===== src/tcm_defs.svh =====
// Offsets, field positions, reset values and codes of the channel 1/2 mode block.
// Included by the filter, the mode block and the testbench; holds definitions only.
`ifndef TCM_DEFS_SVH
`define TCM_DEFS_SVH

// Register byte offsets on the AHB-Lite slave
`define TCM_MODE_OFS 8'h00
`define TCM_CMP_OFS 8'h04
`define TCM_STAT_OFS 8'h08

// Reset values
`define TCM_MODE_RST 16'h0000
`define TCM_CMP_RST 16'h0000

// Field positions in the mode register
`define TCM_SEL1_LSB 0
`define TCM_PSC1_LSB 2
`define TCM_FLT1_LSB 4
`define TCM_SEL2_LSB 8
`define TCM_FEN2_BIT 10
`define TCM_PEN2_BIT 11
`define TCM_OMOD2_LSB 12
`define TCM_CEN2_BIT 15
`define TCM_PSC2_LSB 10
`define TCM_FLT2_LSB 12

// Direction / source selection codes
`define TCM_SEL_OUTPUT 2'h0
`define TCM_SEL_OWN_PIN 2'h1
`define TCM_SEL_NEIGH_PIN 2'h2
`define TCM_SEL_TRIGGER 2'h3

// Output mode codes
`define TCM_OM_FREEZE 3'h0
`define TCM_OM_SET_MATCH 3'h1
`define TCM_OM_CLR_MATCH 3'h2
`define TCM_OM_TOG_MATCH 3'h3
`define TCM_OM_FORCE_LOW 3'h4
`define TCM_OM_FORCE_HIGH 3'h5
`define TCM_OM_PWM_BELOW 3'h6
`define TCM_OM_PWM_ABOVE 3'h7

// Filter code that bypasses the filter
`define TCM_FLT_BYPASS 4'h0

`endif


===== src/tcm_pkg.sv =====
// Types shared by the channel 1/2 mode block and its input filter.
// Constants live in tcm_defs.svh; this package holds the state records only.
`default_nettype none
package tcm_pkg;

    typedef struct packed {
        logic out;
        logic [2:0] agreeCnt;
        logic [4:0] divCnt;
    } tcm_filt_state_t;

    typedef struct packed {
        logic dataPhase;
        logic dataWrite;
        logic [7:0] dataAddr;
        logic [15:0] mode;
        logic [15:0] cmpWritten;
        logic [15:0] cmpActive;
        logic outRef;
        logic [1:0] capEvent;
        logic [1:0] prevIn;
        logic [1:0][2:0] psCnt;
        logic [31:0] rdata;
        logic readyOut;
        logic fastEn;
    } tcm_state_t;

endpackage
`default_nettype wire


===== src/tcm_input_filter.sv =====
// Digital input filter for one timer input pin.
// Assumes the pin is synchronous to ref_clk and rstN is already synchronised.
`timescale 1ns/1ns
`default_nettype none
`include "tcm_defs.svh"

module tcm_input_filter (
    input wire logic ref_clk, // timer clock
    input wire logic rstN, // synchronised reset, active low
    input wire logic rawIn, // pin level
    input wire logic [3:0] filterCode, // 0 bypasses
    output logic filtered // filtered level
);
    import tcm_pkg::*;

    tcm_filt_state_t s_q;
    tcm_filt_state_t s_d;
    logic [4:0] divMask;
    logic [2:0] nMinus1;
    logic tick;

    always_comb begin
        // Divider as a mask on a free counter, sample count less one
        unique case (filterCode)
            4'h0: {divMask, nMinus1} = {5'h00, 3'h0};
            4'h1: {divMask, nMinus1} = {5'h00, 3'h1};
            4'h2: {divMask, nMinus1} = {5'h00, 3'h3};
            4'h3: {divMask, nMinus1} = {5'h00, 3'h7};
            4'h4: {divMask, nMinus1} = {5'h01, 3'h5};
            4'h5: {divMask, nMinus1} = {5'h01, 3'h7};
            4'h6: {divMask, nMinus1} = {5'h03, 3'h5};
            4'h7: {divMask, nMinus1} = {5'h03, 3'h7};
            4'h8: {divMask, nMinus1} = {5'h07, 3'h5};
            4'h9: {divMask, nMinus1} = {5'h07, 3'h7};
            4'ha: {divMask, nMinus1} = {5'h0f, 3'h4};
            4'hb: {divMask, nMinus1} = {5'h0f, 3'h5};
            4'hc: {divMask, nMinus1} = {5'h0f, 3'h7};
            4'hd: {divMask, nMinus1} = {5'h1f, 3'h4};
            4'he: {divMask, nMinus1} = {5'h1f, 3'h5};
            4'hf: {divMask, nMinus1} = {5'h1f, 3'h7};
        endcase
        tick = (s_q.divCnt & divMask) == 5'h00;
        s_d = s_q;
        s_d.divCnt = s_q.divCnt + 5'h01;
        if (filterCode == `TCM_FLT_BYPASS) begin
            s_d.out = rawIn;
            s_d.agreeCnt = 3'h0;
        end else if (tick) begin
            // A sample equal to the current output restarts the run toward the new level
            if (rawIn == s_q.out) begin
                s_d.agreeCnt = 3'h0;
            end else if (s_q.agreeCnt == nMinus1) begin
                s_d.out = rawIn;
                s_d.agreeCnt = 3'h0;
            end else begin
                s_d.agreeCnt = s_q.agreeCnt + 3'h1;
            end
        end
    end

    always_ff @(posedge ref_clk or negedge rstN) begin
        if (!rstN) begin
            s_q <= '0;
        end else begin
            s_q <= s_d;
        end
    end

    assign filtered = s_q.out;
endmodule
`default_nettype wire


===== src/tcm_ch12_mode.sv =====
// Mode control for capture/compare channels 1 and 2 with an AHB-Lite register slave.
// Assumes counter, update event and channel enables come from the rest of the timer on ref_clk.
//
// Behaviour
// - Channel-2 selection 00 makes it an output and 11 takes its input from the internal trigger source.
// - Output layout puts fast response at bit 10, preload at 11, output mode at 14:12, clear enable at 15.
// - Output mode codes give freeze, set, clear, toggle on match, force low, force high and the two PWM modes.
// - With clear enable set the reference is held low while the external trigger filtered input is high.
// - Without preload a compare write acts at once; with preload it waits for the next update event.
// - Channel-1 selection 00 is output, 01 pin one, 10 pin two, 11 the internal trigger source.
// - The channel-1 prescaler captures on every 1st, 2nd, 4th or 8th valid edge.
// - Filter code 0000 samples the input directly at the timer clock.
// - The filter passes a new level only after the selected count of agreeing samples at the divided rate.
// - Channel 2 has its prescaler at 11:10 and filter at 15:12 with channel 1's behaviour.
//
// Added by the designer: the AHB-Lite slave port and the placing of the registers.
`timescale 1ns/1ns
`default_nettype none
`include "tcm_defs.svh"

module tcm_ch12_mode (
    input wire logic ref_clk, // timer clock, 250 MHz
    input wire logic nrst, // asynchronous reset, active low
    input wire logic hsel, // AHB slave select
    input wire logic [31:0] haddr, // AHB address
    input wire logic [1:0] htrans, // AHB transfer type
    input wire logic hwrite, // AHB write
    input wire logic [2:0] hsize, // AHB size, word only
    input wire logic [31:0] hwdata, // AHB write data
    input wire logic hready, // AHB bus ready
    output logic hreadyout, // AHB slave ready
    output logic hresp, // AHB response, always OKAY
    output logic [31:0] hrdata, // AHB read data
    input wire logic inputPinOne, // timer input pin one
    input wire logic inputPinTwo, // timer input pin two
    input wire logic internalTriggerSource, // internal trigger input
    input wire logic externalTriggerFiltered, // external clear input
    input wire logic ch1EnableBit, // channel 1 enabled
    input wire logic ch2EnableBit, // channel 2 enabled
    input wire logic [15:0] counterValue, // timer count
    input wire logic updateEvent, // update event pulse
    output logic ch1CaptureEvent, // capture pulse, channel 1
    output logic ch2CaptureEvent, // capture pulse, channel 2
    output logic ch2OutputReference, // channel 2 output reference
    output logic ch2FastResponseEn // fast response bit, output layout
);
    import tcm_pkg::*;

    ////////////////////////////////////////////////////////////////////////////
    // Reset release through two flops
    logic [1:0] rstSync_q;
    logic rstN;

    always_ff @(posedge ref_clk or negedge nrst) begin
        if (!nrst) begin
            rstSync_q <= 2'h0;
        end else begin
            rstSync_q <= {rstSync_q[0], 1'b1};
        end
    end
    assign rstN = rstSync_q[1];

    ////////////////////////////////////////////////////////////////////////////
    // Input filters, one per pin; filter fields count only in input layout
    logic [1:0] pinLevel;
    logic [1:0] filtLevel;
    logic [1:0][3:0] filtCode;
    tcm_state_t s_q;
    tcm_state_t s_d;

    assign pinLevel = {inputPinTwo, inputPinOne};
    assign filtCode[0] = (s_q.mode[`TCM_SEL1_LSB+:2] != `TCM_SEL_OUTPUT) ?
        s_q.mode[`TCM_FLT1_LSB+:4] : `TCM_FLT_BYPASS;
    assign filtCode[1] = (s_q.mode[`TCM_SEL2_LSB+:2] != `TCM_SEL_OUTPUT) ?
        s_q.mode[`TCM_FLT2_LSB+:4] : `TCM_FLT_BYPASS;

    genvar gi;
    generate
        for (gi = 0; gi < 2; gi++) begin : g_filt
            tcm_input_filter u_filt (
                .ref_clk(ref_clk),
                .rstN(rstN),
                .rawIn(pinLevel[gi]),
                .filterCode(filtCode[gi]),
                .filtered(filtLevel[gi])
            );
        end
    endgenerate

    ////////////////////////////////////////////////////////////////////////////
    logic addrPhase;
    logic wrMode;
    logic wrCmp;
    logic cmpMatch;
    logic [15:0] newMode;
    logic [1:0] sel [2];
    logic [1:0] srcIn;
    logic [2:0] factorMinus1 [2];
    logic [1:0] chActive;
    logic [1:0] chEnable;

    assign chEnable = {ch2EnableBit, ch1EnableBit};
    assign sel[0] = s_q.mode[`TCM_SEL1_LSB+:2];
    assign sel[1] = s_q.mode[`TCM_SEL2_LSB+:2];

    always_comb begin
        s_d = s_q;
        addrPhase = hsel && hready && htrans[1] && (hsize == 3'h2);
        wrMode = s_q.dataPhase && s_q.dataWrite && (s_q.dataAddr == `TCM_MODE_OFS);
        wrCmp = s_q.dataPhase && s_q.dataWrite && (s_q.dataAddr == `TCM_CMP_OFS);
        cmpMatch = counterValue == s_q.cmpActive;
        newMode = hwdata[15:0];
        // A selection locked by its enable keeps its value; the other bits still land
        if (ch1EnableBit) begin
            newMode[`TCM_SEL1_LSB+:2] = s_q.mode[`TCM_SEL1_LSB+:2];
        end
        if (ch2EnableBit) begin
            newMode[`TCM_SEL2_LSB+:2] = s_q.mode[`TCM_SEL2_LSB+:2];
        end
        if (wrMode) begin
            s_d.mode = newMode;
        end
        // Bit 10 is a prescaler bit in input layout, so fast response only shows in output layout
        s_d.fastEn = (s_d.mode[`TCM_SEL2_LSB+:2] == `TCM_SEL_OUTPUT) && s_d.mode[`TCM_FEN2_BIT];

        // Compare value: newest write wins over a same-cycle update transfer
        if (wrCmp) begin
            s_d.cmpWritten = hwdata[15:0];
        end
        if (!s_q.mode[`TCM_PEN2_BIT] && wrCmp) begin
            s_d.cmpActive = hwdata[15:0];
        end else if (s_q.mode[`TCM_PEN2_BIT] && updateEvent) begin
            s_d.cmpActive = s_d.cmpWritten;
        end

        // Channel 2 output reference, driven only in output layout
        if (sel[1] == `TCM_SEL_OUTPUT) begin
            unique case (s_q.mode[`TCM_OMOD2_LSB+:3])
                `TCM_OM_FREEZE: s_d.outRef = s_q.outRef;
                `TCM_OM_SET_MATCH: s_d.outRef = cmpMatch ? 1'b1 : s_q.outRef;
                `TCM_OM_CLR_MATCH: s_d.outRef = cmpMatch ? 1'b0 : s_q.outRef;
                `TCM_OM_TOG_MATCH: s_d.outRef = cmpMatch ? !s_q.outRef : s_q.outRef;
                `TCM_OM_FORCE_LOW: s_d.outRef = 1'b0;
                `TCM_OM_FORCE_HIGH: s_d.outRef = 1'b1;
                `TCM_OM_PWM_BELOW: s_d.outRef = counterValue < s_q.cmpActive;
                `TCM_OM_PWM_ABOVE: s_d.outRef = counterValue > s_q.cmpActive;
            endcase
            if (s_q.mode[`TCM_CEN2_BIT] && externalTriggerFiltered) begin
                s_d.outRef = 1'b0;
            end
        end else begin
            s_d.outRef = 1'b0;
        end

        // Capture path per channel: source, rising edge, prescaler
        for (int i = 0; i < 2; i++) begin
            unique case (sel[i])
                `TCM_SEL_OUTPUT: srcIn[i] = 1'b0;
                `TCM_SEL_OWN_PIN: srcIn[i] = filtLevel[i];
                `TCM_SEL_NEIGH_PIN: srcIn[i] = filtLevel[1-i];
                `TCM_SEL_TRIGGER: srcIn[i] = internalTriggerSource;
            endcase
            unique case (i == 0 ? s_q.mode[`TCM_PSC1_LSB+:2] : s_q.mode[`TCM_PSC2_LSB+:2])
                2'h0: factorMinus1[i] = 3'h0;
                2'h1: factorMinus1[i] = 3'h1;
                2'h2: factorMinus1[i] = 3'h3;
                2'h3: factorMinus1[i] = 3'h7;
            endcase
            chActive[i] = chEnable[i] && (sel[i] != `TCM_SEL_OUTPUT);
            s_d.prevIn[i] = srcIn[i];
            s_d.capEvent[i] = 1'b0;
            if (!chActive[i]) begin
                s_d.psCnt[i] = 3'h0;
            end else if (srcIn[i] && !s_q.prevIn[i]) begin
                if (s_q.psCnt[i] == factorMinus1[i]) begin
                    s_d.capEvent[i] = 1'b1;
                    s_d.psCnt[i] = 3'h0;
                end else begin
                    s_d.psCnt[i] = s_q.psCnt[i] + 3'h1;
                end
            end
        end

        // Bus: zero wait states; read data built from next state so a read right after a write sees it
        s_d.readyOut = 1'b1;
        s_d.dataPhase = addrPhase && (haddr[31:8] == 24'h00_0000);
        s_d.dataWrite = hwrite;
        s_d.dataAddr = haddr[7:0];
        s_d.rdata = 32'h0000_0000;
        if (addrPhase && !hwrite && (haddr[31:8] == 24'h00_0000)) begin
            unique case (haddr[7:0])
                `TCM_MODE_OFS: s_d.rdata = {16'h0000, s_d.mode};
                `TCM_CMP_OFS: s_d.rdata = {16'h0000, s_d.cmpWritten};
                `TCM_STAT_OFS: s_d.rdata = {s_d.cmpActive, 13'h0000, filtLevel, s_d.outRef};
                default: s_d.rdata = 32'h0000_0000;
            endcase
        end
    end

    always_ff @(posedge ref_clk or negedge rstN) begin
        if (!rstN) begin
            s_q <= '0;
            s_q.mode <= `TCM_MODE_RST;
            s_q.cmpWritten <= `TCM_CMP_RST;
            s_q.cmpActive <= `TCM_CMP_RST;
            s_q.readyOut <= 1'b1;
        end else begin
            s_q <= s_d;
        end
    end

    assign hreadyout = s_q.readyOut;
    assign hresp = 1'b0;
    assign hrdata = s_q.rdata;
    assign ch1CaptureEvent = s_q.capEvent[0];
    assign ch2CaptureEvent = s_q.capEvent[1];
    assign ch2OutputReference = s_q.outRef;
    assign ch2FastResponseEn = s_q.fastEn;
endmodule
`default_nettype wire


===== config.mk =====
export PLATFORM = sky130hd
export DESIGN_NAME = tcm_ch12_mode
export DESIGN_NICKNAME = d
export VERILOG_FILES = /design/src/tcm_pkg.sv /design/src/tcm_input_filter.sv /design/src/tcm_ch12_mode.sv
export VERILOG_INCLUDE_DIRS = /design/src /design/src/src
export SDC_FILE = /design/constraint.sdc
export NUM_CORES = 1
export LEC_CHECK = 0
export CAP_MARGIN = 20
export CORE_ASPECT_RATIO = 1.2
export CORE_MARGIN = 3
export CORE_UTILIZATION = 58
export DETAILED_ROUTE_END_ITERATION = 8
export DONT_BUFFER_PORTS = 1
export GPL_TIMING_DRIVEN = 0
export HOLD_SLACK_MARGIN = 0.12
export MAX_ROUTING_LAYER = met4
export PLACE_DENSITY_LB_ADDON = 0.2
export SLEW_MARGIN = 20
export SYNTH_ARGS = -nofsm -noshare
export SYNTH_HDL_FRONTEND = slang
export SYNTH_SLANG_ARGS = --single-unit
export TNS_END_PERCENT = 50

===== constraint.sdc =====
create_clock -name ref_clk -period 3.8 [get_ports ref_clk]
set_input_delay 0.57 -clock ref_clk [delete_from_list [all_inputs] [get_ports ref_clk]]
set_output_delay 0.57 -clock ref_clk [all_outputs]
set_load 0.1 [all_outputs]

After elaboration in Yosys (flattened, before gate mapping)
Memory sizes are Yosys's and may differ from the RTL's.
Index checks and enable logic that the tools add are counted.
- output and inout bits: 38
- ROM bits: 256
- memories: 2
- register bits: 122
- input port bits: 97
- bitwise operators: 2
- reduce and logical (&&, ||, !) cells: 43
- $add $sub $neg: 6
- equal/unequal tests: 34
- muxes and demuxes: 44
- magnitude comparators: 2
- memories (name ; depth ; bits a word ; read ports ; clocked after Yosys merged registers in ; write ports ; line ; RTL):
    (no name shown) ; 16 ; 8 ; 1 ; 0 ; 0 ; tcm_input_filter.sv:24 ; unique case (filterCode)
    (no name shown) ; 16 ; 8 ; 1 ; 0 ; 0 ; tcm_input_filter.sv:24 ;
- operators by type and width (cell ; number):
    32-bit one-hot mux with 3 select lines ; 1
    16-bit two-way mux ; 4
    32-bit two-way mux ; 1
    3-bit two-way mux ; 10
    24-bit logical NOT ; 1
    4-bit two-way mux ; 6
    3-bit one-hot mux with 4 select lines ; 2
    1-bit logical AND ; 17
    16-bit == test ; 1
    2-bit == test (second input constant) ; 8
    8-bit by 3-bit == test with 1-bit output (second input constant) ; 2
    16-bit greater-than comparator ; 1
    8-bit logical NOT ; 2
    16-bit < comparator ; 1
    1-bit two-way mux ; 15
    3-bit by 1-bit adder with 3-bit output (second input constant) ; 4
    3-bit == test ; 4
    3-bit == test (second input constant) ; 4
    2-bit nonzero test ; 6
    5-bit by 1-bit adder with 5-bit output (second input constant) ; 2
    5-bit bitwise AND ; 2
    2-bit logical NOT ; 5
    5-bit logical NOT ; 2
    3-bit by 2-bit == test with 1-bit output (second input constant) ; 3
    other kinds (12) ; 27

Depth between registers and ports, before layout
Gate-level depths: netlist of the first run.
An unclocked memory read counts as a cell.
- depth in word-level cells: 8
- gate-level depth with buffers: 12

Cells and area by module
Synthesis of the first run repeated with hierarchy kept, for this count alone.
- cells, all modules: 643
- area total of the unflattened synthesis: 6597.6 um^2
- modules (own cells, without submodules) (module ; area each (um^2) ; instances ; cells an instance):
    tcm_ch12_mode ; 5261.3 ; 1 ; 506
    tcm_input_filter (g_filt[1].u_filt) ; 680.7 ; 1 ; 68
    tcm_input_filter (g_filt[0].u_filt) ; 655.6 ; 1 ; 69

Least setup slack after synthesis of the first run
OpenSTA, ideal clock, no wires.
- path kind: register to register
- start point: reg s_q[77] (netlist name)
- end point: reg g_filt[0].u_filt.s_q, in the netlist g_filt[0].u_filt.filtered
- path buffers: 0
- arrival: 2554 ps
- stages on the path, launching flop included: 8
- required time: 3673 ps
- slack: 1118 ps
- path through: dfrtp_1 o21ai_0 ha_1 mux4_2 o21ai_0 or4b_4 o21ai_2 mux2_1
- longest elaborated chain between the ends: 7
- elaborated cells on any way between the ends: 12
- those cells by class: eq/ne: 2; mux: 2; bitwise: 1; reduce/logical: 6; memory: 1
- RTL lines (what ; line ; RTL):
    start, declared ; tcm_ch12_mode.sv:68 ; tcm_state_t s_q;
    2-bit nonzero test (no line) (*) ; - ;
    4-bit two-way mux (no line) (*) ; - ;
    memory 16 x 8 bit ; - ;
    5-bit bitwise AND ; tcm_input_filter.sv:42 ; tick = (s_q.divCnt & divMask) == 5'h00;
    5-bit logical NOT ; tcm_input_filter.sv:42 ;
    2-bit nonzero test (no line) ; - ;
    3-bit AND reduction (no line) ; - ;
    end signal, assigned ; tcm_input_filter.sv:63 ; s_q <= '0;
    end signal, assigned ; tcm_input_filter.sv:65 ; s_q <= s_d;
    end, declared ; tcm_input_filter.sv:16 ; tcm_filt_state_t s_q;
Mark *: on every way between the ends. The rest lies on a longest branch, timed or not.
A chain may end at the register's enable or synchronous reset.

Worst setup path after layout of the first run
- start point: reg s_q[78] (netlist name)
- end point: reg g_filt[0].u_filt.s_q, in the netlist g_filt[0].u_filt.filtered
The elaborated chain is that of the path after synthesis.

==> flow_summary.html, run 1 <==
<table>
<tr><th>Metric</th><th>Value</th></tr>
<tr><th colspan="2">Run status</th></tr>
<tr><td>Run status</td><td>finished, final reports clean</td></tr>
<tr><th colspan="2">Cells and area</th></tr>
<tr><td>Total Nets Final</td><td>850</td></tr>
<tr><td>Count of inserted antenna diode cells</td><td>0</td></tr>
<tr><td>Area added between synthesis and finish</td><td>14.1%</td></tr>
<tr><td>Finished Layout Cells</td><td>886</td></tr>
<tr><td>Total non-filler cell area in the finished layout</td><td>7560 um2</td></tr>
<tr><td>Share of layout cells above drive strength 1</td><td>13.9%</td></tr>
<tr><th colspan="2">STA</th></tr>
<tr><td>Crit path time final</td><td>3.00 ns</td></tr>
<tr><td>Final Max Slew Viols</td><td>0</td></tr>
<tr><td>Achievable Freq</td><td>334 MHz</td></tr>
<tr><td>Finish-stage setup viols</td><td>0</td></tr>
<tr><td>Final Cycle Share</td><td>78.9%</td></tr>
<tr><td>Least setup slack across all paths after layout</td><td>0.802 ns</td></tr>
<tr><td>RSZ-0062 raised after global routing</td><td>no</td></tr>
<tr><td>Hold slack final</td><td>0.182 ns</td></tr>
<tr><td>Number of failing hold endpoints at the final stage</td><td>0</td></tr>
<tr><td>Headroom to the max-slew limit</td><td>33.5%</td></tr>
<tr><td>Worst-Margin Slew</td><td>0.998 ns</td></tr>
<tr><td>Clock Skews</td><td>0.00773 ns</td></tr>
<tr><th colspan="2">Floorplan</th></tr>
<tr><td>I/O pin count</td><td>135</td></tr>
<tr><td>Die height</td><td>123 um</td></tr>
<tr><td>Core Area</td><td>11,100 um2</td></tr>
<tr><td>Starting density of the core</td><td>59.8%</td></tr>
<tr><td>Cell Rows</td><td>42</td></tr>
<tr><td>Overall die area</td><td>12,800 um2</td></tr>
<tr><td>Die X</td><td>104 um</td></tr>
<tr><th colspan="2">Critical path</th></tr>
<tr><td>Kind of cell adding the most delay to the critical path</td><td>multiplexers</td></tr>
<tr><td>Signal arrival time at the worst endpoint</td><td>3.29 ns</td></tr>
<tr><td>Nature of the critical path endpoint</td><td>register</td></tr>
<tr><td>Type of the worst setup path</td><td>register to register</td></tr>
<tr><td>CP max FO</td><td>8</td></tr>
<tr><td>CP Buf/Inv Count</td><td>0</td></tr>
<tr><td>Length in cells of the worst reg-to-reg path</td><td>7</td></tr>
<tr><td>Slowest stage delay, CP</td><td>0.50 ns</td></tr>
<tr><td>Register-to-register path setup slack</td><td>0.80 ns</td></tr>
<tr><td>Most numerous cell on the critical path</td><td>o21ai_0</td></tr>
<tr><td>Startpoint type of the worst setup path</td><td>register</td></tr>
<tr><td>Critical-path cell list</td><td>o21ai_0, ha_1, mux4_2, o21ai_0, or4b_4, o21ai_2, mux2_1</td></tr>
<tr><td>Reg-to-reg endpoint</td><td>g_filt[0].u_filt.filtered$_DFFE_PN0P_</td></tr>
<tr><td>CP required</td><td>4.09 ns</td></tr>
<tr><td>Critical path's slowest cell</td><td>mux4_2</td></tr>
<tr><td>Reg2reg start</td><td>s_q[78]$_DFF_PN0_</td></tr>
<tr><th colspan="2">Placed design</th></tr>
<tr><td>Worst slack at placement</td><td>0.893 ns</td></tr>
<tr><td>Dpl cells</td><td>853</td></tr>
<tr><td>Port buffer count</td><td>0</td></tr>
<tr><td>GP Congestion</td><td>0.893</td></tr>
<tr><td>Detailed placement HPWL</td><td>12.7 mm</td></tr>
<tr><td>Cell area after placement</td><td>6880 um2</td></tr>
<tr><th colspan="2">Logic synthesis</th></tr>
<tr><td>Most used standard cells in the synthesized netlist</td><td>dfrtp_1 (122), nand2_1 (77), inv_1 (57)</td></tr>
<tr><td>Flip-flop and latch count after synthesis</td><td>122</td></tr>
<tr><td>Warnings from Yosys</td><td>0</td></tr>
<tr><td>Average instance area after synthesis</td><td>9.52 um2</td></tr>
<tr><td>Async S/R FF share, synth</td><td>100%</td></tr>
<tr><td>Fraction of post-synthesis cell area in the top cell type by area</td><td>46.1%</td></tr>
<tr><td>Most used flip-flop cell after synthesis</td><td>dfrtp_1</td></tr>
<tr><td>Number of synthesized flops with an enable pin</td><td>0</td></tr>
<tr><td>Combinational family with the most area after synthesis</td><td>compound AO/OA/AOI/OAI gates</td></tr>
<tr><td>Number of instances in the synthesized netlist</td><td>696</td></tr>
<tr><td>Netlist area before placement</td><td>6630 um2</td></tr>
<tr><td>Fraction of the mapped netlist area in simple logic gates</td><td>14.6%</td></tr>
<tr><td>Top-count cell post-synth</td><td>dfrtp_1</td></tr>
<tr><td>Adder-cell share of the synthesized area</td><td>6.42%</td></tr>
<tr><td>Top cell type by total area after synthesis</td><td>dfrtp_1</td></tr>
<tr><td>Fraction of the yosys area taken by sequential cells</td><td>46.1%</td></tr>
<tr><td>Synthesized-area fraction occupied by ao, oa, aoi and oai cells</td><td>15.5%</td></tr>
<tr><td>Mux contribution to synthesized area</td><td>6.53%</td></tr>
<tr><td>Synth cell types</td><td>62</td></tr>
<tr><td>Xor and xnor area share after synthesis</td><td>1.72%</td></tr>
<tr><td>Cell types with the largest area share after synthesis</td><td>dfrtp_1 (46%), ha_1 (6.4%), nand2_1 (4.4%)</td></tr>
<tr><th colspan="2">Global route</th></tr>
<tr><td>Layer with the highest usage after global routing</td><td>met2</td></tr>
<tr><td>Met3 track demand over resource in global routing</td><td>5.80%</td></tr>
<tr><td>Vias in the first global route</td><td>5,304</td></tr>
<tr><td>Global routing usage on met2</td><td>49.1%</td></tr>
<tr><td>Number of antenna violations at the first check in global routing</td><td>0</td></tr>
<tr><td>Global-route usage over all layers</td><td>27.9%</td></tr>
<tr><td>Fraction of met1 tracks used by global routing</td><td>32.7%</td></tr>
<tr><td>Grt ovf</td><td>0</td></tr>
<tr><td>Global-route wire length before repair</td><td>27.0 mm</td></tr>
<tr><td>Largest net degree at the start of global routing</td><td>47</td></tr>
<tr><th colspan="2">Run</th></tr>
<tr><td># Max-Cap Violations</td><td>0</td></tr>
<tr><th colspan="2">CTS</th></tr>
<tr><td>Count of hold-fix buffers inserted at cts</td><td>1</td></tr>
<tr><td>Root buffer cell</td><td>clkbuf_16</td></tr>
<tr><td>Number of cells upsized or downsized after cts</td><td>0</td></tr>
<tr><td>Clock slew seen by the registers of the worst setup and hold paths</td><td>0.06 ns</td></tr>
<tr><td>CTS Buf Count</td><td>17</td></tr>
<tr><td>TritonCTS Sinks</td><td>122</td></tr>
<tr><td>Maximum number of buffers from clock root to sink</td><td>2</td></tr>
<tr><td>Buffers inserted during post-CTS setup optimization</td><td>0</td></tr>
<tr><td>Clock tree from TritonCTS</td><td>built</td></tr>
<tr><td>Number of H-tree levels</td><td>4</td></tr>
<tr><td>Skew-Pair Late Insertion Delay</td><td>0.41 ns</td></tr>
<tr><th colspan="2">Detailed routing</th></tr>
<tr><td>Initial drt markers</td><td>397</td></tr>
<tr><td>DR pass1 iterations</td><td>7</td></tr>
<tr><td>Antenna Nets Post-Route</td><td>0</td></tr>
<tr><td>Vias per cell</td><td>5.93</td></tr>
<tr><td>Residual DRC</td><td>0</td></tr>
<tr><td>Final Routed Wirelength</td><td>17.2 mm</td></tr>
<tr><td>DR WL/cell</td><td>19.4 um</td></tr>
<tr><td>Total vias in the final route</td><td>5,255</td></tr>
<tr><th colspan="2">Hold path</th></tr>
<tr><td>Min-delay worst type</td><td>input pin to register</td></tr>
<tr><td>Start point of the worst hold path</td><td>haddr[2]</td></tr>
<tr><td>Hold path depth</td><td>0</td></tr>
<tr><td>End point of the worst hold path</td><td>s_q[95]$_DFF_PN0_</td></tr>
<tr><th colspan="2">Power and ir drop</th></tr>
<tr><td>Power Dens Cells</td><td>429 nW/um2</td></tr>
<tr><td>Leakage power summed over all cells</td><td>3.51 nW</td></tr>
<tr><td>Maximum ir drop on the vdd rail</td><td>0.303 mV</td></tr>
</table>
[how the worst max path moves through the flow]
stage,from,end,slack (ns),depth (start not counted)
5_1_grt,s_q[77]$_DFF_PN0_,g_filt[0].u_filt.filtered$_DFFE_PN0P_,0.64,7
3_3_place_gp,rstSync_q[1]$_DFF_PN0_,hrdata[22]$_DFF_PN0_,-1.15,0
3_5_place_dp,s_q[77]$_DFF_PN0_,g_filt[0].u_filt.filtered$_DFFE_PN0P_,0.89,7
6_report,s_q[78]$_DFF_PN0_,g_filt[0].u_filt.filtered$_DFFE_PN0P_,0.80,7
2_1_floorplan,rstSync_q[1]$_DFF_PN0_,ch1CaptureEvent$_DFF_PN0_,0.15,0
4_1_cts,s_q[77]$_DFF_PN0_,g_filt[0].u_filt.filtered$_DFFE_PN0P_,0.80,7
[through the flow]
stage / power, mW / util, % / setup TNS (ns)
6_report: 3.24 / 68.2 / 0
5_1_grt: 3.33 / 68.2 / 0
4_1_cts: 3.26 / 68.2 / 0
3_5_place_dp: 1.46 / 62.1 / 0
3_3_place_gp: 1.45 / 61.5 / -137.55
2_1_floorplan: 1.43 / - / 0
[logic make-up (layout without fill, tap and decap cells)]
family,after synthesis,in the layout
other,2,3
adders and majority gates,34,34
muxes,39,39
DFF,122,122
and+or+nand+nor,192,192
AOI/OAI and AO/OA,175,175
xor gates and xnor gates,13,13
buffers and inverters,119,154
[state kept, by name, summed over array words and instances, names as in the netlist]
register and count:
rstSync_q 2, g_filt.u_filt.s_q 16, ch2FastResponseEn 1, s_q 66
ch1CaptureEvent 1, g_filt.u_filt.filtered 2, ch2OutputReference 1, hrdata 32
ch2CaptureEvent 1
[metal layers]
layer  vias up  share of wire (%)
met5         -                  0
met1      2534                 41
li1       2446                  -
met2       245                 51
met3        30                6.3
met4         0                1.7
[cells in the final DEF (no fill, tap or decap), types with 3 or more instances in the layout]
| cell | instances |
|---|---|
| and2_1 | 3 |
| o21ai_0 | 48 |
| mux2_2 | 13 |
| nor2b_1 | 8 |
| conb_1 | 3 |
| nand3_1 | 20 |
| nand3b_1 | 7 |
| xnor2_1 | 11 |
| nand2_1 | 77 |
| clkbuf_16 | 17 |
| buf_2 | 7 |
| nand4_1 | 5 |
| ha_1 | 34 |
| and3_1 | 4 |
| clkinv_4 | 4 |
| a21boi_0 | 11 |
| a31oi_1 | 5 |
| and4_1 | 3 |
| nor3_1 | 9 |
| inv_1 | 57 |
| o21a_1 | 5 |
| nor2_1 | 29 |
| buf_4 | 36 |
| a21oi_1 | 52 |
| mux2i_1 | 23 |
| bufinv_16 | 5 |
| nor4_1 | 6 |
| o22ai_1 | 35 |
| nand2b_1 | 6 |
| dfrtp_1 | 121 |
| clkbuf_1 | 16 |
| clkinvlp_4 | 3 |
[cell type report]
type	instances	area (um2)
clock buffer	19	453
multi-input combinational	456	2980
tap	154	193
fill	878	3530
inverter	57	214
clock inverter	13	216
timing repair buffer	3	65.1
sequential	122	3060
buffer	62	384
[report_power, final]
group          switching (mW)  internal [mW]  leakage, nW
sequential             0.0161           1.31         1.61
clock                   0.603           1.20        0.316
combinational          0.0681         0.0396         1.58
total                   0.687           2.56         3.51
[worst reg2reg max path: cells and delay by family, from the launching register on]
family                   cells  cell delay [ns]
adder cells (fa/ha/maj)      1             0.33
multiplexers                 2             0.83
AND/OR/NAND/NOR              1             0.49
AO/OA/AOI/OAI                3             0.75
flip-flops                   1             0.46
Note: power is estimated with default switching activity, not from simulation.
==> run 2, diff against run 1 <==
==> constraint.sdc (replaced) <==
create_clock -name ref_clk -period 2.6 [get_ports ref_clk]
set_input_delay 0.39 -clock ref_clk [delete_from_list [all_inputs] [get_ports ref_clk]]
set_output_delay 0.39 -clock ref_clk [all_outputs]
set_load 0.1 [all_outputs]
==> flow_summary.html, run 2 (synthesized netlist as in run 1, its figures left out) <==
<table>
<tr><th>Metric</th><th>Value</th></tr>
<tr><th colspan="2">CTS</th></tr>
<tr><td>Number of H-tree levels</td><td>4 (unchanged)</td></tr>
<tr><td>Skew-Pair Late Insertion Delay</td><td>0.42 ns (about the same)</td></tr>
<tr><td>Root buffer cell</td><td>clkbuf_16</td></tr>
<tr><td>TritonCTS Sinks</td><td>122 (unchanged)</td></tr>
<tr><td>Clock tree from TritonCTS</td><td>built</td></tr>
<tr><td>CTS Buf Count</td><td>17 (unchanged)</td></tr>
<tr><td>Clock slew seen by the registers of the worst setup and hold paths</td><td>0.05 ns (about the same)</td></tr>
<tr><td>Maximum number of buffers from clock root to sink</td><td>2 (unchanged)</td></tr>
<tr><th colspan="2">Cells and area</th></tr>
<tr><td>Core occupancy in the finished layout</td><td>72.5% (+4.3 points)</td></tr>
<tr><td>Most flops, register</td><td>s_q</td></tr>
<tr><td>Share of layout cells above drive strength 1</td><td>19.1% (+5.2 points)</td></tr>
<tr><td>Area added between synthesis and finish</td><td>21.4%</td></tr>
<tr><td>Most common cell after layout, fill and taps aside</td><td>dfrtp_1</td></tr>
<tr><td>Total Nets Final</td><td>888 (+4.5%)</td></tr>
<tr><td>Flip-flop count of the largest register, all copies and words added</td><td>66 (unchanged)</td></tr>
<tr><td>Count of inserted antenna diode cells</td><td>0 (unchanged)</td></tr>
<tr><td>Most frequent cells in the layout</td><td>dfrtp_1 (116), nand2_1 (75), inv_1 (52), buf_4 (52), a21oi_1 (51)</td></tr>
<tr><th colspan="2">Global route</th></tr>
<tr><td>Number of antenna violations at the first check in global routing</td><td>0 (unchanged)</td></tr>
<tr><td>Grt ovf</td><td>0 (unchanged)</td></tr>
<tr><td>Global-route usage over all layers</td><td>29.7% (+1.8 points)</td></tr>
<tr><td>Vias in the first global route</td><td>5,622 (+6.0%)</td></tr>
<tr><td>Global-route wire length before repair</td><td>28.5 mm (+5.4%)</td></tr>
<tr><td>Largest net degree at the start of global routing</td><td>49 (+4.3%)</td></tr>
<tr><th colspan="2">Critical path</th></tr>
<tr><td>Signal arrival time at the worst endpoint</td><td>2.94 ns (-0.35 ns)</td></tr>
<tr><td>CP max FO</td><td>5 (-3)</td></tr>
<tr><td>CP Buf/Inv Count</td><td>0 (unchanged)</td></tr>
<tr><td>Type of the worst setup path</td><td>register to register</td></tr>
<tr><td>Critical path's slowest cell</td><td>mux4_2</td></tr>
<tr><td>Nature of the critical path endpoint</td><td>register</td></tr>
<tr><td>CP required</td><td>2.90 ns (-1.19 ns)</td></tr>
<tr><td>Slowest stage delay, CP</td><td>0.50 ns (about the same)</td></tr>
<tr><td>Reg2reg start</td><td>s_q[78]$_DFF_PN0_</td></tr>
<tr><td>Critical-path cell list</td><td>o21ai_4, ha_1, mux4_2, o21ai_1, or4b_4, o21ai_2, mux2_4</td></tr>
<tr><td>Startpoint type of the worst setup path</td><td>register</td></tr>
<tr><td>Crit path launch</td><td>s_q[78]$_DFF_PN0_</td></tr>
<tr><td>Kind of cell adding the most delay to the critical path</td><td>multiplexers</td></tr>
<tr><th colspan="2">Placed design</th></tr>
<tr><td>Worst slack at placement</td><td>-0.282 ns (-1.18 ns)</td></tr>
<tr><td>GP Congestion</td><td>0.920 (+3.0%)</td></tr>
<tr><td>Detailed placement HPWL</td><td>12.9 mm (+0.98%)</td></tr>
<tr><td>Port buffer count</td><td>0 (unchanged)</td></tr>
<tr><th colspan="2">Power and ir drop</th></tr>
<tr><td>Clock power frac</td><td>54.3% (-1.4 points)</td></tr>
<tr><td>Part of the total power dissipated in sequential elements</td><td>41.5% (+0.5 points)</td></tr>
<tr><td>Internal power</td><td>3.69 mW (+44%)</td></tr>
<tr><td>Maximum ir drop on the vdd rail</td><td>0.421 mV (+39%)</td></tr>
<tr><td>Combinational fraction of design power</td><td>4.3% (+1.0 points)</td></tr>
<tr><td>Leakage power summed over all cells</td><td>3.72 nW (+6.0%)</td></tr>
<tr><td>Net switching component of the power</td><td>1.01 mW (+48%)</td></tr>
<tr><td>Switching power share of the total</td><td>21.6% (+0.39 points)</td></tr>
<tr><td>Power Dens Cells</td><td>585 nW/um2 (+36%)</td></tr>
<tr><th colspan="2">STA</th></tr>
<tr><td>Number of failing hold endpoints at the final stage</td><td>0 (unchanged)</td></tr>
<tr><td>RSZ-0062 raised after global routing</td><td>yes</td></tr>
<tr><td>Achievable Freq</td><td>380 MHz (+14%)</td></tr>
<tr><td>Finish-stage setup viols</td><td>1 (+1)</td></tr>
<tr><td>Crit path time final</td><td>2.63 ns (-0.363 ns)</td></tr>
<tr><td>Least setup slack across all paths after layout</td><td>-0.0344 ns (-0.837 ns)</td></tr>
<tr><td>Clock Skews</td><td>0.00857 ns (+0.000834 ns)</td></tr>
<tr><td>Worst-Margin Slew</td><td>0.995 ns (-0.00277 ns)</td></tr>
<tr><td>Headroom to the max-slew limit</td><td>33.7% (+0.18 points)</td></tr>
<tr><td>Final Cycle Share</td><td>101% (+22 points)</td></tr>
<tr><td>Final Max Slew Viols</td><td>0 (unchanged)</td></tr>
<tr><th colspan="2">Floorplan</th></tr>
<tr><td>I/O pin count</td><td>135 (unchanged)</td></tr>
<tr><td>Die X</td><td>104 um (unchanged)</td></tr>
<tr><td>Starting density of the core</td><td>59.8% (unchanged)</td></tr>
<tr><td>Die height</td><td>123 um (unchanged)</td></tr>
<tr><td>Overall die area</td><td>12,800 um2 (unchanged)</td></tr>
<tr><td>Cell Rows</td><td>42 (unchanged)</td></tr>
<tr><td>Core Area</td><td>11,100 um2 (unchanged)</td></tr>
<tr><th colspan="2">Detailed routing</th></tr>
<tr><td>Residual DRC</td><td>0 (unchanged)</td></tr>
<tr><td>Initial drt markers</td><td>371 (-6.5%)</td></tr>
<tr><td>DR WL/cell</td><td>20.3 um (+4.6%)</td></tr>
<tr><td>Metal3 WL</td><td>1.20 mm (+11%)</td></tr>
<tr><td>Vias per cell</td><td>5.99 (+0.92%)</td></tr>
<tr><td>Uppermost layer routed</td><td>met4</td></tr>
<tr><td>DR pass1 iterations</td><td>5 (-2)</td></tr>
<tr><td>Antenna Nets Post-Route</td><td>0 (unchanged)</td></tr>
<tr><td>Met1 wire length</td><td>7.37 mm (+5.4%)</td></tr>
<tr><td>Total vias in the final route</td><td>5,531 (+5.3%)</td></tr>
<tr><td>Met2 Wirelength</td><td>9.64 mm (+9.6%)</td></tr>
<tr><td>Final Routed Wirelength</td><td>18.7 mm (+9.1%)</td></tr>
<tr><th colspan="2">Run status</th></tr>
<tr><td>Run status</td><td>finished with violations</td></tr>
<tr><td>Violated checks</td><td>negative setup slack</td></tr>
<tr><th colspan="2">Hold path</th></tr>
<tr><td>Min-delay worst type</td><td>input pin to register</td></tr>
<tr><td>Start point of the worst hold path</td><td>inputPinTwo</td></tr>
<tr><th colspan="2">Run</th></tr>
<tr><td># Max-Cap Violations</td><td>0 (unchanged)</td></tr>
</table>
-- run 2: area by class of cell --
cell class,count,area (um2)
timing repair buffer,44,420
buffer,59,373
fill,797,3040
tap,154,193
clock buffer,21,470
inverter,57,219
multi-input combinational,456,3140
clock inverter,11,168
sequential,122,3060
-- run 2: power groups by stage --
stage / Clock (mW) / Combinational [mW] / Sequential [mW]
3_3_place_gp: 0 / 0.114 / 2.00
3_5_place_dp: 0 / 0.151 / 1.98
5_1_grt: 2.64 / 0.221 / 1.95
4_1_cts: 2.56 / 0.189 / 1.95
2_1_floorplan: 0 / 0.0957 / 1.99
6_report: 2.55 / 0.200 / 1.95
-- run 2: worst reg2reg max path: cells and delay by family, from the launching register on --
family          cells  cell delay, ns
mux                 2            0.81
compound gates      3            0.50
simple gates        1            0.49
flops               1            0.47
fa+ha+maj           1            0.26
-- run 2: final timing paths --
check / to / slack [ns] / depth (start not counted)
worst max-delay path: g_filt[0].u_filt.filtered$_DFFE_PN0P_ / -0.03 / 7
worst min-delay path: g_filt[1].u_filt.filtered$_DFFE_PN0P_ / 0.12 / 1
worst max register to register: g_filt[0].u_filt.filtered$_DFFE_PN0P_ / -0.03 / 7
worst min register to register: g_filt[1].u_filt.s_q[7]$_DFFE_PN0P_ / 0.37 / 0
max in group asynchronous: s_q[53]$_DFF_PN0_ / 1.58 / 1
min in group asynchronous: rstSync_q[1]$_DFF_PN0_ / 0.20 / 1
-- run 2: timing repair --
item / 4_1_cts / 5_1_grt
gates resized for setup: 9 / 36
endpoints found under the setup margin: 20 / 10
hold buffers: 26 / 0
hold endpoints to repair: 27 / 0
pin swaps: 3 / 15
setup buffers: 3 / 13
-- run 2: routing by layer --
metal / vias up / GRT usage, %
li1: 2520 / -
met1: 2701 / 34.1
met2: 259 / 51.8
met3: 51 / 5.12
met4: 0 / 13.2
met5: - / -
-- run 2: stage by stage --
stage	hold slack (ns)	cell area (um2)	setup TNS [ns]	power [mW]	cells
detailed placement	0.0945	6870	-1.62	2.13	853
floorplan	0.0944	6630	-0.0816	2.09	697
CTS	0.128	7810	-0.117	4.70	912
finish	0.121	8040	-0.0344	4.70	924
global route	0.111	8040	-0.167	4.81	924
global placement	0.0945	6830	-16.30	2.12	851
==> run 3, diff against run 2 <==
--- a/config.mk
+++ b/config.mk
@@ -6,7 +6,7 @@
 export SDC_FILE = /design/constraint.sdc
 export NUM_CORES = 1
 export LEC_CHECK = 0
-export CAP_MARGIN = 20
+export CAP_MARGIN = 15
 export CORE_ASPECT_RATIO = 1.2
 export CORE_MARGIN = 3
 export CORE_UTILIZATION = 58
==> constraint.sdc (replaced) <==
create_clock -name ref_clk -period 2.6 [get_ports ref_clk]
set_input_delay 0.13 -clock ref_clk [delete_from_list [all_inputs] [get_ports ref_clk]]
set_output_delay 0.13 -clock ref_clk [all_outputs]
set_load 0.1 [all_outputs]
==> flow_summary.html, run 3 (synthesized netlist as in run 1, its figures left out) <==
<table>
<tr><th>Metric</th><th>Value</th></tr>
<tr><th colspan="2">Run status</th></tr>
<tr><td>Run status</td><td>finished with violations</td></tr>
<tr><td>Violated checks</td><td>negative setup slack</td></tr>
<tr><th colspan="2">Placed design</th></tr>
<tr><td>Port buffer count</td><td>0 (unchanged)</td></tr>
<tr><td>Detailed placement HPWL</td><td>12.9 mm (unchanged)</td></tr>
<tr><td>Worst slack at placement</td><td>-0.282 ns (unchanged)</td></tr>
<tr><td>GP Congestion</td><td>0.920 (unchanged)</td></tr>
<tr><td>Cell area after placement</td><td>6870 um2 (unchanged)</td></tr>
<tr><th colspan="2">Critical path</th></tr>
<tr><td>CP max FO</td><td>5 (unchanged)</td></tr>
<tr><td>Startpoint type of the worst setup path</td><td>register</td></tr>
<tr><td>Signal arrival time at the worst endpoint</td><td>2.93 ns (about the same)</td></tr>
<tr><td>Critical path's slowest cell</td><td>mux4_2</td></tr>
<tr><td>Length in cells of the worst reg-to-reg path</td><td>7 (unchanged)</td></tr>
<tr><td>Slowest stage delay, CP</td><td>0.50 ns (about the same)</td></tr>
<tr><td>Critical-path cell list</td><td>o21ai_4, ha_1, mux4_2, o21ai_1, or4b_4, o21ai_2, mux2_4</td></tr>
<tr><td>CP required</td><td>2.90 ns (about the same)</td></tr>
<tr><td>Type of the worst setup path</td><td>register to register</td></tr>
<tr><td>Nature of the critical path endpoint</td><td>register</td></tr>
<tr><th colspan="2">CTS</th></tr>
<tr><td>CTS Buf Count</td><td>17 (unchanged)</td></tr>
<tr><td>Skew-Pair Late Insertion Delay</td><td>0.42 ns (about the same)</td></tr>
<tr><td>Number of H-tree levels</td><td>4 (unchanged)</td></tr>
<tr><td>TritonCTS Sinks</td><td>122 (unchanged)</td></tr>
<tr><td>Maximum number of buffers from clock root to sink</td><td>2 (unchanged)</td></tr>
<tr><td>Clock slew seen by the registers of the worst setup and hold paths</td><td>0.06 ns (about the same)</td></tr>
<tr><td>Clock tree from TritonCTS</td><td>built</td></tr>
<tr><td>Root buffer cell</td><td>clkbuf_16</td></tr>
<tr><th colspan="2">Global route</th></tr>
<tr><td>Vias in the first global route</td><td>5,717 (+1.7%)</td></tr>
<tr><td>Grt ovf</td><td>0 (unchanged)</td></tr>
<tr><td>Global-route usage over all layers</td><td>30.4% (+0.71 points)</td></tr>
<tr><td>Number of antenna violations at the first check in global routing</td><td>0 (unchanged)</td></tr>
<tr><td>Largest net degree at the start of global routing</td><td>49 (unchanged)</td></tr>
<tr><td>Global-route wire length before repair</td><td>29.1 mm (+2.4%)</td></tr>
<tr><th colspan="2">Power and ir drop</th></tr>
<tr><td>Maximum ir drop on the vdd rail</td><td>0.427 mV (+1.6%)</td></tr>
<tr><td>Leakage power summed over all cells</td><td>3.77 nW (+1.4%)</td></tr>
<tr><td>Post-layout power</td><td>4.73 mW (+0.48%)</td></tr>
<tr><td>Power Dens Cells</td><td>579 nW/um2 (-0.93%)</td></tr>
<tr><th colspan="2">Cells and area</th></tr>
<tr><td>Most common cell after layout, fill and taps aside</td><td>dfrtp_1</td></tr>
<tr><td>Count of inserted antenna diode cells</td><td>0 (unchanged)</td></tr>
<tr><td>Share of layout cells above drive strength 1</td><td>19.1% (-0.037 points)</td></tr>
<tr><td>Area occupied by registers</td><td>3060 um2 (unchanged)</td></tr>
<tr><td>Most frequent cells in the layout</td><td>dfrtp_1 (116), nand2_1 (75), buf_4 (54)</td></tr>
<tr><td>Area added between synthesis and finish</td><td>23.1%</td></tr>
<tr><td>Total Nets Final</td><td>900 (+1.4%)</td></tr>
<tr><td>Flip-flop count of the largest register, all copies and words added</td><td>66 (unchanged)</td></tr>
<tr><td>Core occupancy in the finished layout</td><td>73.6% (+1.0 points)</td></tr>
<tr><td>Fillcell total</td><td>783 (-1.8%)</td></tr>
<tr><td>Total non-filler cell area in the finished layout</td><td>8160 um2 (+1.4%)</td></tr>
<tr><td>Most flops, register</td><td>s_q</td></tr>
<tr><td>Area used by multi-input combinational logic</td><td>3140 um2 (unchanged)</td></tr>
<tr><th colspan="2">STA</th></tr>
<tr><td>Sum of negative setup slack</td><td>-0.0309 ns (+0.00341 ns)</td></tr>
<tr><td>Achievable Freq</td><td>380 MHz (+0.23%)</td></tr>
<tr><td>Worst-Margin Slew</td><td>1.00 ns (+0.00830 ns)</td></tr>
<tr><td>Headroom to the max-slew limit</td><td>33.1% (-0.55 points)</td></tr>
<tr><td>Number of failing hold endpoints at the final stage</td><td>0 (unchanged)</td></tr>
<tr><td>RSZ-0062 raised after global routing</td><td>yes</td></tr>
<tr><td>Finish-stage setup viols</td><td>2 (+1)</td></tr>
<tr><td>Final Max Slew Viols</td><td>0 (unchanged)</td></tr>
<tr><td>Clock Skews</td><td>0.00692 ns (-0.00164 ns)</td></tr>
<tr><td>Final Cycle Share</td><td>101% (-0.23 points)</td></tr>
<tr><td>Least setup slack across all paths after layout</td><td>-0.0283 ns (+0.00608 ns)</td></tr>
<tr><td>Crit path time final</td><td>2.63 ns (-0.00608 ns)</td></tr>
<tr><th colspan="2">Detailed routing</th></tr>
<tr><td>Final Routed Wirelength</td><td>19.1 mm (+2.2%)</td></tr>
<tr><td>Antenna Nets Post-Route</td><td>0 (unchanged)</td></tr>
<tr><td>Vias per cell</td><td>5.96 (-0.37%)</td></tr>
<tr><td>Initial drt markers</td><td>397 (+7.0%)</td></tr>
<tr><td>Total vias in the final route</td><td>5,582 (+0.92%)</td></tr>
<tr><td>Residual DRC</td><td>0 (unchanged)</td></tr>
<tr><td>DR pass1 iterations</td><td>6 (+1)</td></tr>
<tr><td>DR WL/cell</td><td>20.4 um (+0.87%)</td></tr>
<tr><th colspan="2">Floorplan</th></tr>
<tr><td>Cell Rows</td><td>42 (unchanged)</td></tr>
<tr><td>Core Area</td><td>11,100 um2 (unchanged)</td></tr>
<tr><td>Overall die area</td><td>12,800 um2 (unchanged)</td></tr>
<tr><td>Starting density of the core</td><td>59.8% (unchanged)</td></tr>
<tr><td>Die X</td><td>104 um (unchanged)</td></tr>
<tr><td>Die height</td><td>123 um (unchanged)</td></tr>
<tr><td>I/O pin count</td><td>135 (unchanged)</td></tr>
<tr><th colspan="2">Hold path</th></tr>
<tr><td>Hold path depth</td><td>4 (+3)</td></tr>
<tr><td>Min-delay worst type</td><td>input pin to register</td></tr>
<tr><th colspan="2">Run</th></tr>
<tr><td># Max-Cap Violations</td><td>0 (unchanged)</td></tr>
</table>
[run 3: cell types whose count changed in the layout (fill, tap and decap cells not counted)]
cell / previous run / this run
dlygate4sd3_1: 26 / 36
buf_4: 52 / 54
[run 3: layer usage]
layer / wire length (um) / track usage [%] / part of all wire, %
met4: 453 / 13.2 / 2.4
met2: 9980 / 53.6 / 52
met1: 7600 / 34.7 / 40
met5: 0 / - / 0
met3: 1100 / 5.12 / 5.7
[run 3: power by group]
part / internal (mW) / total [mW] / switching (mW)
Combinational: 0.0992 / 0.234 / 0.135
Sequential: 1.92 / 1.95 / 0.0285
Clock: 1.68 / 2.54 / 0.865
[run 3: repair_timing]
item                                    in CTS  in global routing
endpoints found under the hold margin       94                  0
endpoints found under the setup margin      20                 10
gates resized for setup                      9                 36
pin swaps                                    3                 16
hold buffers                                36                  0
setup buffers                                3                 15
[run 3: layout make-up]
| type | instances | area share (%) |
|---|---|---|
| multi-input cells | 456 | 38.5 |
| plain buffers | 59 | 4.57 |
| inverters | 57 | 2.68 |
| clock buffers | 21 | 5.77 |
| well taps | 154 | 2.36 |
| clock inverters | 11 | 2.05 |
| flip-flops and latches | 122 | 37.5 |
| repair buffers | 56 | 6.56 |
[run 3: worst paths after layout]
| path | start | to | slack [ns] |
|---|---|---|---|
| setup / recovery | s_q[78]$_DFF_PN0_ | g_filt[0].u_filt.filtered$_DFFE_PN0P_ | -0.03 |
| hold / removal | inputPinTwo | g_filt[1].u_filt.s_q[5]$_DFFE_PN0P_ | 0.15 |
| setup reg to reg | s_q[78]$_DFF_PN0_ | g_filt[0].u_filt.filtered$_DFFE_PN0P_ | -0.03 |
| hold reg to reg | rstSync_q[0]$_DFF_PN0_ | rstSync_q[1]$_DFF_PN0_ | 0.36 |
| max in group asynchronous | rstSync_q[1]$_DFF_PN0_ | s_q[89]$_DFF_PN0_ | 1.59 |
| min in group asynchronous | rstSync_q[1]$_DFF_PN0_ | s_q[99]$_DFF_PN0_ | 0.37 |
[run 3: critical path: cells and delay by family, from the launching register on]
family / cells / cell delay, ns
flops: 1 / 0.46
fa+ha+maj: 1 / 0.26
simple gates: 1 / 0.50
mux: 2 / 0.81
compound gates: 3 / 0.49
[run 3: metrics by stage]
step	instances	hold slack, ns
after floorplan	697	-0.166
after global placement	851	-0.166
after detailed placement	853	-0.166
after CTS	922	0.140
after global routing	936	0.176
final	936	0.152
